$ cat src/verilog/mbcfg_pkg.sv
// constants and carrier types for the serial slave-port configuration block
// assumes a single core clock domain; no other package is used
`default_nettype none

package mbcfg_pkg;

   // ===========================================================
   // link format setting
   localparam int FMT_W = 4;
   localparam logic [3:0] FMT_RST = 4'h0; // two stop bits, no parity, standard numbering
   localparam int FMT_PAR_LSB = 0;
   localparam int FMT_PAR_W = 2;
   localparam int FMT_REGMODE_BIT = 2;
   localparam int FMT_DATA7_BIT = 3;
   localparam logic [1:0] FMT_2STOP_NONE = 2'h0;
   localparam logic [1:0] FMT_1STOP_NONE = 2'h1;
   localparam logic [1:0] FMT_1STOP_EVEN = 2'h2;
   localparam logic [1:0] FMT_1STOP_ODD = 2'h3;

   // ===========================================================
   // bit-rate code and station address
   localparam int BR_W = 4;
   localparam logic [3:0] BR_RST = 4'h6;
   localparam logic [3:0] BR_MAX = 4'h9;
   localparam int ADDR_W = 8;
   localparam logic [7:0] ADDR_RST = 8'h01;
   localparam logic [7:0] ADDR_BCAST = 8'h00;
   localparam logic [7:0] ADDR_MAX = 8'hF7;

   // ===========================================================
   // register numbering
   localparam int RA_W = 16;
   localparam logic [16:0] STD_MULT = 17'h0_0064;
   localparam logic [16:0] STD_MENU_MAX = 17'h0_00A2;
   localparam logic [16:0] MOD_MENU_MAX = 17'h0_003F;
   localparam logic [7:0] STD_PARAM_MAX = 8'h63;
   localparam logic [7:0] REACH_MENU_MAX = 8'h3F;

   // ===========================================================
   // carriers
   typedef enum logic [1:0] {
      MBCFG_SEL_FORMAT = 2'b00,
      MBCFG_SEL_BITRATE = 2'b01,
      MBCFG_SEL_ADDR = 2'b10,
      MBCFG_SEL_NONE = 2'b11
   } mbcfg_sel_t;

   typedef struct packed {
      logic valid;
      mbcfg_sel_t sel;
      logic [7:0] data;
   } mbcfg_wr_t;

   typedef struct packed {
      logic [7:0] station;
      logic [15:0] reg_addr;
   } mbcfg_hdr_t;

   typedef enum logic [0:0] {
      MBCFG_AP_IDLE = 1'b0,
      MBCFG_AP_WAIT = 1'b1
   } mbcfg_ap_t;

endpackage : mbcfg_pkg

`default_nettype wire

$ cat src/verilog/mbcfg_regdec.sv
// register-address decoder: maps a slave register address onto menu and parameter
// assumes a synchronised active-low reset from the top; result one cycle after valid
`timescale 1ns/1ps
`default_nettype none

module mbcfg_regdec (
   input wire logic clk, // core clock
   input wire logic rst_n, // synchronised reset, active low
   input wire logic valid, // header present this cycle
   input wire logic modified, // 1 selects the binary numbering
   input wire logic [15:0] reg_addr, // register address from the frame
   output logic [7:0] menu_r, // decoded menu number
   output logic [7:0] param_r, // decoded parameter number
   output logic ok_r // address maps to a reachable parameter
);

   // ===========================================================
   // decode
   logic [16:0] sum;
   logic [16:0] quo;
   logic [16:0] rem;
   assign sum = {1'b0, reg_addr} + 17'h0_0001;
   assign quo = sum / mbcfg_pkg::STD_MULT;
   assign rem = sum % mbcfg_pkg::STD_MULT;

   always_ff @(posedge clk or negedge rst_n) begin
      if (!rst_n) begin
         menu_r <= 8'h00;
         param_r <= 8'h00;
         ok_r <= 1'b0;
      end else if (valid) begin
         if (modified) begin
            // menu in the high byte, parameter in the low byte
            menu_r <= sum[15:8]; // RL6
            param_r <= sum[7:0];
            ok_r <= (sum <= {mbcfg_pkg::MOD_MENU_MAX[8:0], 8'hFF}) && (sum[7:0] != 8'h00); // RL6
         end else begin
            menu_r <= quo[7:0]; // RL5
            param_r <= rem[7:0];
            ok_r <= (quo <= mbcfg_pkg::STD_MENU_MAX) && (rem != 17'h0_0000); // RL5
         end
      end
   end
endmodule : mbcfg_regdec

`default_nettype wire

$ cat src/verilog/mbcfg_top.sv
// serial slave-port configuration: staged and active link settings, station match
// assumes all inputs except rst_b come from logic on core_clk
`timescale 1ns/1ps
`default_nettype none

// Summary of operation
// [RL1] port speaks one slave protocol only; replies only to received frames, never initiates.
// [RL2] format bits 1:0 choose two-stop none, one-stop none, even or odd.
// [RL3] format bit 2 picks standard decimal or modified binary register numbering.
// [RL4] format bit 3 picks seven data bits; base product holds it at zero.
// [RL5] standard numbering: address equals menu*100 plus parameter minus one.
// [RL6] modified numbering: address equals menu*256 plus parameter minus one.
// [RL7] high menus with parameters above 99 cannot be reached by either scheme.
// [RL8] new settings are staged and take effect only on a serial reset request.
// [RL9] a reply to a format write over the link uses the old format.
// [RL10] a reply to a bit-rate write over the link uses the old rate.
// [RL11] master waits 20 ms before using a new format.
// [RL12] master waits 20 ms before using a new bit rate.
// [RL13] address zero is broadcast; it is never accepted as own address.
// [RL14] reset format is eight data bits, two stop bits, no parity.
// [RL15] settings writable from keypad, option module and the link itself.
// [RL16] act on own or broadcast address only; never reply to broadcast.
module mbcfg_top (
   input wire logic core_clk, // core clock, 100 MHz
   input wire logic rst_b, // asynchronous reset, active low
   input wire mbcfg_pkg::mbcfg_wr_t kp_wr, // keypad setting write
   input wire mbcfg_pkg::mbcfg_wr_t opt_wr, // option-module setting write
   input wire mbcfg_pkg::mbcfg_wr_t link_wr, // setting write received on the link
   input wire logic ser_reset_req, // serial-interface reset request pulse
   input wire logic frame_valid, // received frame header pulse
   input wire mbcfg_pkg::mbcfg_hdr_t frame_hdr, // station and register address
   input wire logic reply_done, // transmitter finished a reply
   output logic [3:0] link_format_param_r, // staged format value
   output logic [3:0] link_bitrate_param_r, // staged bit-rate code
   output logic [7:0] station_param_r, // staged station address
   output logic [3:0] act_format_r, // format in use on the wire
   output logic [3:0] act_bitrate_r, // bit-rate code in use
   output logic [7:0] act_station_r, // station address in use
   output logic stop2_r, // two stop bits in use
   output logic parity_en_r, // parity bit in use
   output logic parity_odd_r, // odd parity when parity in use
   output logic data7_r, // seven data bits
   output logic apply_pend_r, // a reset request waits for a reply to end
   output logic frame_accept_r, // frame addressed to this station, pulse
   output logic reply_req_r, // start a reply, pulse
   output logic reply_busy_r, // reply under way
   output logic [7:0] menu_number_r, // decoded menu number
   output logic [7:0] param_number_r, // decoded parameter number
   output logic reg_ok_r // decoded address reachable
);

   // ===========================================================
   // reset release
   logic rst_q1;
   logic rst_n;
   always_ff @(posedge core_clk or negedge rst_b) begin
      if (!rst_b) begin
         rst_q1 <= 1'b0;
         rst_n <= 1'b0;
      end else begin
         rst_q1 <= 1'b1;
         rst_n <= rst_q1;
      end
   end

   // ===========================================================
   // write arbitration: one source a cycle, keypad first
   mbcfg_pkg::mbcfg_wr_t wr;
   always_comb begin
      if (kp_wr.valid) begin
         wr = kp_wr; // RL15
      end else if (opt_wr.valid) begin
         wr = opt_wr; // RL15
      end else begin
         wr = link_wr; // RL15
      end
   end

   // ===========================================================
   // staged settings
   always_ff @(posedge core_clk or negedge rst_n) begin
      if (!rst_n) begin
         link_format_param_r <= mbcfg_pkg::FMT_RST; // RL14
      end else if (wr.valid && wr.sel == mbcfg_pkg::MBCFG_SEL_FORMAT) begin
         // the base product has no seven-bit protocol
         link_format_param_r <= {1'b0, wr.data[2:0]}; // RL4
      end
   end

   always_ff @(posedge core_clk or negedge rst_n) begin
      if (!rst_n) begin
         link_bitrate_param_r <= mbcfg_pkg::BR_RST;
      end else if (wr.valid && wr.sel == mbcfg_pkg::MBCFG_SEL_BITRATE
                   && wr.data[3:0] <= mbcfg_pkg::BR_MAX && wr.data[7:4] == 4'h0) begin
         link_bitrate_param_r <= wr.data[3:0];
      end
   end

   always_ff @(posedge core_clk or negedge rst_n) begin
      if (!rst_n) begin
         station_param_r <= mbcfg_pkg::ADDR_RST;
      end else if (wr.valid && wr.sel == mbcfg_pkg::MBCFG_SEL_ADDR
                   && wr.data != mbcfg_pkg::ADDR_BCAST && wr.data <= mbcfg_pkg::ADDR_MAX) begin
         station_param_r <= wr.data; // RL13
      end
   end

   // ===========================================================
   // apply sequencer: a reset request never changes settings mid-reply
   mbcfg_pkg::mbcfg_ap_t ap_st;
   logic apply;
   assign apply = (ap_st == mbcfg_pkg::MBCFG_AP_IDLE && ser_reset_req && !reply_busy_r)
                  || (ap_st == mbcfg_pkg::MBCFG_AP_WAIT && !reply_busy_r);

   always_ff @(posedge core_clk or negedge rst_n) begin
      if (!rst_n) begin
         ap_st <= mbcfg_pkg::MBCFG_AP_IDLE;
      end else begin
         case (ap_st)
            mbcfg_pkg::MBCFG_AP_IDLE: begin
               if (ser_reset_req && reply_busy_r) begin
                  ap_st <= mbcfg_pkg::MBCFG_AP_WAIT; // RL9 RL10
               end
            end
            mbcfg_pkg::MBCFG_AP_WAIT: begin
               if (!reply_busy_r) begin
                  ap_st <= mbcfg_pkg::MBCFG_AP_IDLE;
               end
            end
            default: begin
               ap_st <= mbcfg_pkg::MBCFG_AP_IDLE;
            end
         endcase
      end
   end

   always_ff @(posedge core_clk or negedge rst_n) begin
      if (!rst_n) begin
         apply_pend_r <= 1'b0;
      end else begin
         apply_pend_r <= (ap_st == mbcfg_pkg::MBCFG_AP_IDLE && ser_reset_req && reply_busy_r)
                         || (ap_st == mbcfg_pkg::MBCFG_AP_WAIT && reply_busy_r);
      end
   end

   // ===========================================================
   // active settings
   logic [1:0] par_sel;
   assign par_sel = link_format_param_r[mbcfg_pkg::FMT_PAR_LSB +: mbcfg_pkg::FMT_PAR_W];

   always_ff @(posedge core_clk or negedge rst_n) begin
      if (!rst_n) begin
         act_format_r <= mbcfg_pkg::FMT_RST;
         act_bitrate_r <= mbcfg_pkg::BR_RST;
         act_station_r <= mbcfg_pkg::ADDR_RST;
         stop2_r <= 1'b1; // RL14
         parity_en_r <= 1'b0;
         parity_odd_r <= 1'b0;
         data7_r <= 1'b0;
      end else if (apply) begin
         act_format_r <= link_format_param_r; // RL8
         act_bitrate_r <= link_bitrate_param_r; // RL8
         act_station_r <= station_param_r; // RL8
         stop2_r <= (par_sel == mbcfg_pkg::FMT_2STOP_NONE); // RL2
         parity_en_r <= (par_sel == mbcfg_pkg::FMT_1STOP_EVEN)
                        || (par_sel == mbcfg_pkg::FMT_1STOP_ODD); // RL2
         parity_odd_r <= (par_sel == mbcfg_pkg::FMT_1STOP_ODD); // RL2
         data7_r <= link_format_param_r[mbcfg_pkg::FMT_DATA7_BIT]; // RL4
      end
   end

   // ===========================================================
   // station match and reply control; slave only, no frame is ever originated
   logic is_bcast;
   logic is_own;
   assign is_bcast = (frame_hdr.station == mbcfg_pkg::ADDR_BCAST); // RL13
   assign is_own = (frame_hdr.station == act_station_r);

   always_ff @(posedge core_clk or negedge rst_n) begin
      if (!rst_n) begin
         frame_accept_r <= 1'b0;
         reply_req_r <= 1'b0;
      end else begin
         frame_accept_r <= frame_valid && (is_own || is_bcast); // RL16
         reply_req_r <= frame_valid && is_own && !is_bcast && !reply_busy_r; // RL1 RL16
      end
   end

   always_ff @(posedge core_clk or negedge rst_n) begin
      if (!rst_n) begin
         reply_busy_r <= 1'b0;
      end else if (reply_req_r) begin
         reply_busy_r <= 1'b1;
      end else if (reply_done) begin
         reply_busy_r <= 1'b0;
      end
   end

   // ===========================================================
   // register numbering
   mbcfg_regdec u_regdec (
      .clk(core_clk),
      .rst_n(rst_n),
      .valid(frame_valid),
      .modified(act_format_r[mbcfg_pkg::FMT_REGMODE_BIT]), // RL3
      .reg_addr(frame_hdr.reg_addr),
      .menu_r(menu_number_r),
      .param_r(param_number_r),
      .ok_r(reg_ok_r)
   );
endmodule : mbcfg_top

`default_nettype wire
$ cat config.mk
export PLATFORM = sky130hd
export DESIGN_NAME = mbcfg_top
export DESIGN_NICKNAME = d
export VERILOG_FILES = /design/src/verilog/mbcfg_pkg.sv /design/src/verilog/mbcfg_regdec.sv /design/src/verilog/mbcfg_top.sv
export SDC_FILE = /design/constraint.sdc
export NUM_CORES = 1
export LEC_CHECK = 0
export ABC_AREA = 0
export BUFFER_PORTS_ARGS = -buffer_cell sky130_fd_sc_hd__buf_4
export CAP_MARGIN = 0
export CORE_ASPECT_RATIO = 0.5
export CORE_MARGIN = 5
export CORE_UTILIZATION = 55
export DETAILED_ROUTE_END_ITERATION = 8
export PLACE_DENSITY_LB_ADDON = 0.08
export REMOVE_ABC_BUFFERS = 1
export SLEW_MARGIN = 25
export SYNTH_ARGS = -nofsm -noshare
export SYNTH_HDL_FRONTEND = slang
export SYNTH_SLANG_ARGS = --single-unit
$ cat constraint.sdc
create_clock -name core_clk -period 2.3 [get_ports core_clk]
set_input_delay 0.23 -clock core_clk [delete_from_list [all_inputs] [get_ports core_clk]]
set_output_delay 0.23 -clock core_clk [all_outputs]
set_load 0.01 [all_outputs]
==> results of run 1 <==
-- metal layers --
metal	overflow	track usage, %
met5	0	8.64
met4	29	76.8
met3	1	52.9
met2	45	90.3
met1	0	70.6
-- per-stage QoR --
step / instance area, µm² / setup TNS [ns] / setup WS [ns] / instances
floorplan: 5240 / -50.53 / -4.88 / 621
global placement: 7800 / -51.05 / -4.68 / 1073
detailed placement: 7800 / -52.90 / -4.84 / 1073
CTS: 9100 / -43.98 / -4.23 / 1127
-- cells by family after synthesis --
logic type / count (synthesis) / share of synthesized area [%]
flip-flops: 57 / 26.6
multiplexers: 52 / 10.6
buffers and inverters: 45 / 3.80
AND/OR/NAND/NOR: 238 / 22.3
other: 2 / 0.139
XOR/XNOR: 41 / 6.78
adder cells (fa/ha/maj): 3 / 0.695
AO/OA/AOI/OAI: 216 / 29.1
-- repair_timing --
action | CTS
endpoints found under the setup margin | 17
hold buffers | 1
endpoints found under the hold margin | 2
gates resized for setup | 139
pin swaps | 70
buffers inserted | 38
==> impl_results.md, run 1 <==
* Die height at between 80 and 90 µm
* Total grt overflow at 75
* I/O Pins at 119
* Die X at 150 µm
* Leading area contributor after synthesis: dfrtp_1
* Primary FF master, synth: dfrtp_1
* Most common cell in the netlist: nand2_1
* Site row count at 25
* Starting Density at about 57%
* #FFs+latches synth at 57
* Netlist cell types at 90
* Top cells by count, synth: 73 x nand2_1, 50 x dfrtp_1, 44 x nor2_1
* Mapped cell area at around 5400 µm²
* Sequential area share after synthesis at between 20% and 30%
* Largest net degree at the start of global routing at 56
* Clock Path Buffers at 2
* Ys async rst share at 100%
* Post-DP HPWL at between 15,000 and 20,000 µm
* Mapped Avg Cell Area at just over 8 µm²
* Err: [ERROR GRT-0232] Routing congestion too high. Check the congestion heatmap in the GUI.
* Stopped at: global routing
* All-Layer GR Usage at a little over 70%
* YS warnings at 0
* Max H-tree Level at 3
* Status: aborted with a tool error
* PortBufs at between 100 and 150
* Synth Instances at 654
* Post-synth EDFFs at 0
* Top post-synthesis cells by area: dfrtp_1 23%, mux2_2 7.7%, nand2_1 5.1%
* Yosys top cell area share at 23.2%
* CTS Root Cell: clkbuf_16
* Clock net sink count at between 50 and 60
* CTS buffer count at 9
* GP Congestion at between 0.9 and 1
==> run 2, diff against run 1 <==
- CORE_ASPECT_RATIO: 0.5 -> not set
- CORE_UTILIZATION: 55 -> 40
- PLACE_DENSITY_LB_ADDON: 0.08 -> 0.15
==> impl_results.md, run 2 <==
* Status: finished, violations left
* Failing checks: setup timing
* Kind of critical path: in2reg
* Fill cell count at 983
* Max Used Layer: met4
* Most frequent cells in the layout: 381 x buf_4, 64 x nand2_1, 49 x dfrtp_1, 37 x mux2_2, 35 x nor2_1
* CP max FO at 7
* Clock net sink count at 57
* Crit path arrival time at between 6 and 7 ns
* Hold slack at between 0.1 and 0.15 ns
* Yosys top cell area share at 23.2%
* Leakage power at roughly 0.0044 µW
* Global-route wire length before repair at about 36,000 µm
* Initial antenna violation count at 0
* Worst Skew at roughly 0.012 ns
* Max Cap Viol at 0
* Maximum VDD drop at 0.00243 V
* Area delta synth->final at 82.3%
* YS warnings at 0
* Primary FF master, synth: dfrtp_1
* CP max-delay cell: or4_4
* Sequential area share after synthesis at between 20% and 30%
* Starting Density at a little over 40%
* Fin. Hold Viols at 0
* PwrDens at approximately 1200 nW/µm²
* Later-pin clock latency in the skew report at about 0.33 ns
* Crit path launch type: input port
* Worst path depth at 33
* CTS Root Cell: clkbuf_16
* Metal-1 WL at around 9600 µm
* Clock Path Buffers at 2
* Area of the multi-input gates at approximately 4700 µm²
* #FFs+latches synth at 57
* Netlist cell types at 90
* Worst Setup SP: frame_hdr[0]
* Most common cell in the netlist: nand2_1
* Mapped Avg Cell Area at ~8.3 µm²
* Slew margin rel. at between 30% and 40%
* Leading area contributor after synthesis: dfrtp_1
* Core Area at ~13,000 µm²
* Storage cell area at ~1400 µm²
* Critical Path End: u_regdec.param_r[3]
* Post-synth EDFFs at 0
* R2R Path Start: ap_st
* All-Layer GR Usage at 27.3%
* WL met2 at 11,400 µm
* Fmax at roughly 150 MHz
* Synth Instances at ~650
* I/O Pins at ~120
* Nets at approximately 1.1k
* CTS buffer count at 9
* Final worst slack at -4.33 ns
* Worst Path Buf+Inv at 8
* Largest net degree at the start of global routing at 56
* Max H-tree Level at 3
* Worst min path class: in2reg
* Met3 Wirelength at 1430 µm
* Mapped cell area at around 5400 µm²
* Layout cell share with drive strength beyond 1 at between 50% and 60%
* Reg2reg setup slack at 0.52 ns
* Slew Viols, Final at 0
* Total grt overflow at 0
* Pre-CTS setup slack at -4.96 ns
* Drt pass-1 iters at 5
* Clock slew at reported path FFs at ~0.060 ns
* Site row count at 42
* DRT antenna net count at 0
* Setup violations, final at 14
* Die X at 126 µm
* Post-DP HPWL at approximately 16,000 µm
* PortBufs at 115
* Biggest cell delay along the critical path at between 0.6 and 0.7 ns
* FF-to-FF path depth at 2
* DR WL/cell at between 15 and 20 µm
* Final Power at around 12,000 µW
* Die area at ~16,000 µm²
* Die height at about 130 µm
* CP delay by family, top: compound AO/OA/AOI/OAI gates
* Commonest non-fill, non-tap cell in the layout: buf_4
* Top cells by count, synth: 73 x nand2_1, 50 x dfrtp_1, 44 x nor2_1
* Worst reg2reg endpoint: act_bitrate_r[3]
* Vias per cell at between 5 and 6
* Drc violations at 0
* Unrepaired setup endpoints after global routing: true
* Tmin final at about 6.6 ns
* CTS tree: built
* GP Congestion at 0.998
* Ys async rst share at 100%
* Final worst path period share at 288%
* Vias in the first global route at between 6k and 7k
* Worst Max-Slew Pin Slew at approximately 1.0 ns
* Diode count at 0
* DRT iter0 DRCs at slightly above 600
* Crit path capture type: register
* Drt total wl at 23,000 µm
* Vias at around 7k
* Most frequent CP cell: buf_4
* Top post-synthesis cells by area: dfrtp_1 23%, mux2_2 7.7%, nand2_1 5.1%
* Worst path required time at ~2.5 ns
[run 2: cell counts after synthesis]
Identical to the previous run, type by type.
[run 2: cell type report]
type | count | area share, %
tap | 176 | 2.24
sequential | 57 | 14.6
timing repair buffer | 409 | 32.5
clock buffer | 13 | 2.54
clock inverter | 3 | 0.407
inverter | 10 | 0.381
multi-input combinational | 554 | 47.3
[run 2: what timing repair did]
action,4_1_cts,5_1_grt
hold buffers,1,0
endpoints found under the setup margin,14,14
buffers inserted,53,32
hold endpoints to repair,2,0
gates resized for setup,129,82
pin swaps,59,61
[run 2: worst min-delay path by stage]
stage	startpoint	endpoint	slack, ns	cells past startpoint
CTS	ser_reset_req	ap_st	0.13	2
global placement	rst_b	rst_q1	0.01	1
global route	ser_reset_req	apply_pend_r	0.13	2
detailed placement	rst_b	rst_q1	0.01	1
floorplan	rst_b	rst_n	-0.07	0
finish	ser_reset_req	ap_st	0.14	2
[run 2: cells by family (layout without fill, tap and decap cells)]
kind of cell             after synthesis  after routing  synth area share (%)
AO/OA/AOI/OAI                        216            216                  29.1
XOR/XNOR                              41             41                  6.78
adder cells (fa/ha/maj)                3              3                 0.695
buffers and inverters                 45            435                  3.80
flip-flops                            57             57                  26.6
multiplexers                          52             52                  10.6
other                                  2              4                 0.139
AND/OR/NAND/NOR                      238            238                  22.3
[run 2: layer usage]
metal  global-route usage [%]  vias to the layer above
met5                        0                        -
met4                     8.96                        0
met3                     5.59                       65
met2                     46.9                      266
met1                     34.3                     3394
li1                         -                     3268
[run 2: power breakdown]
| part | internal, µW | switching (µW) |
|---|---|---|
| sequential | 1340 | 245 |
| combinational | 4850 | 4450 |
| clock | 863 | 434 |
| total | 7050 | 5130 |
[run 2: per-stage QoR]
step	util, %	cell area [µm²]	TNS, ns	cells
after detailed placement	59.9	7930	-54.46	1125
after global placement	59.9	7930	-54.76	1125
after CTS	69.8	9250	-44.47	1194
final	74.4	9850	-45.89	1222
after floorplan	-	5240	-50.53	621
after global routing	74.4	9850	-48.66	1222
Power figures use the tool's default switching activity.
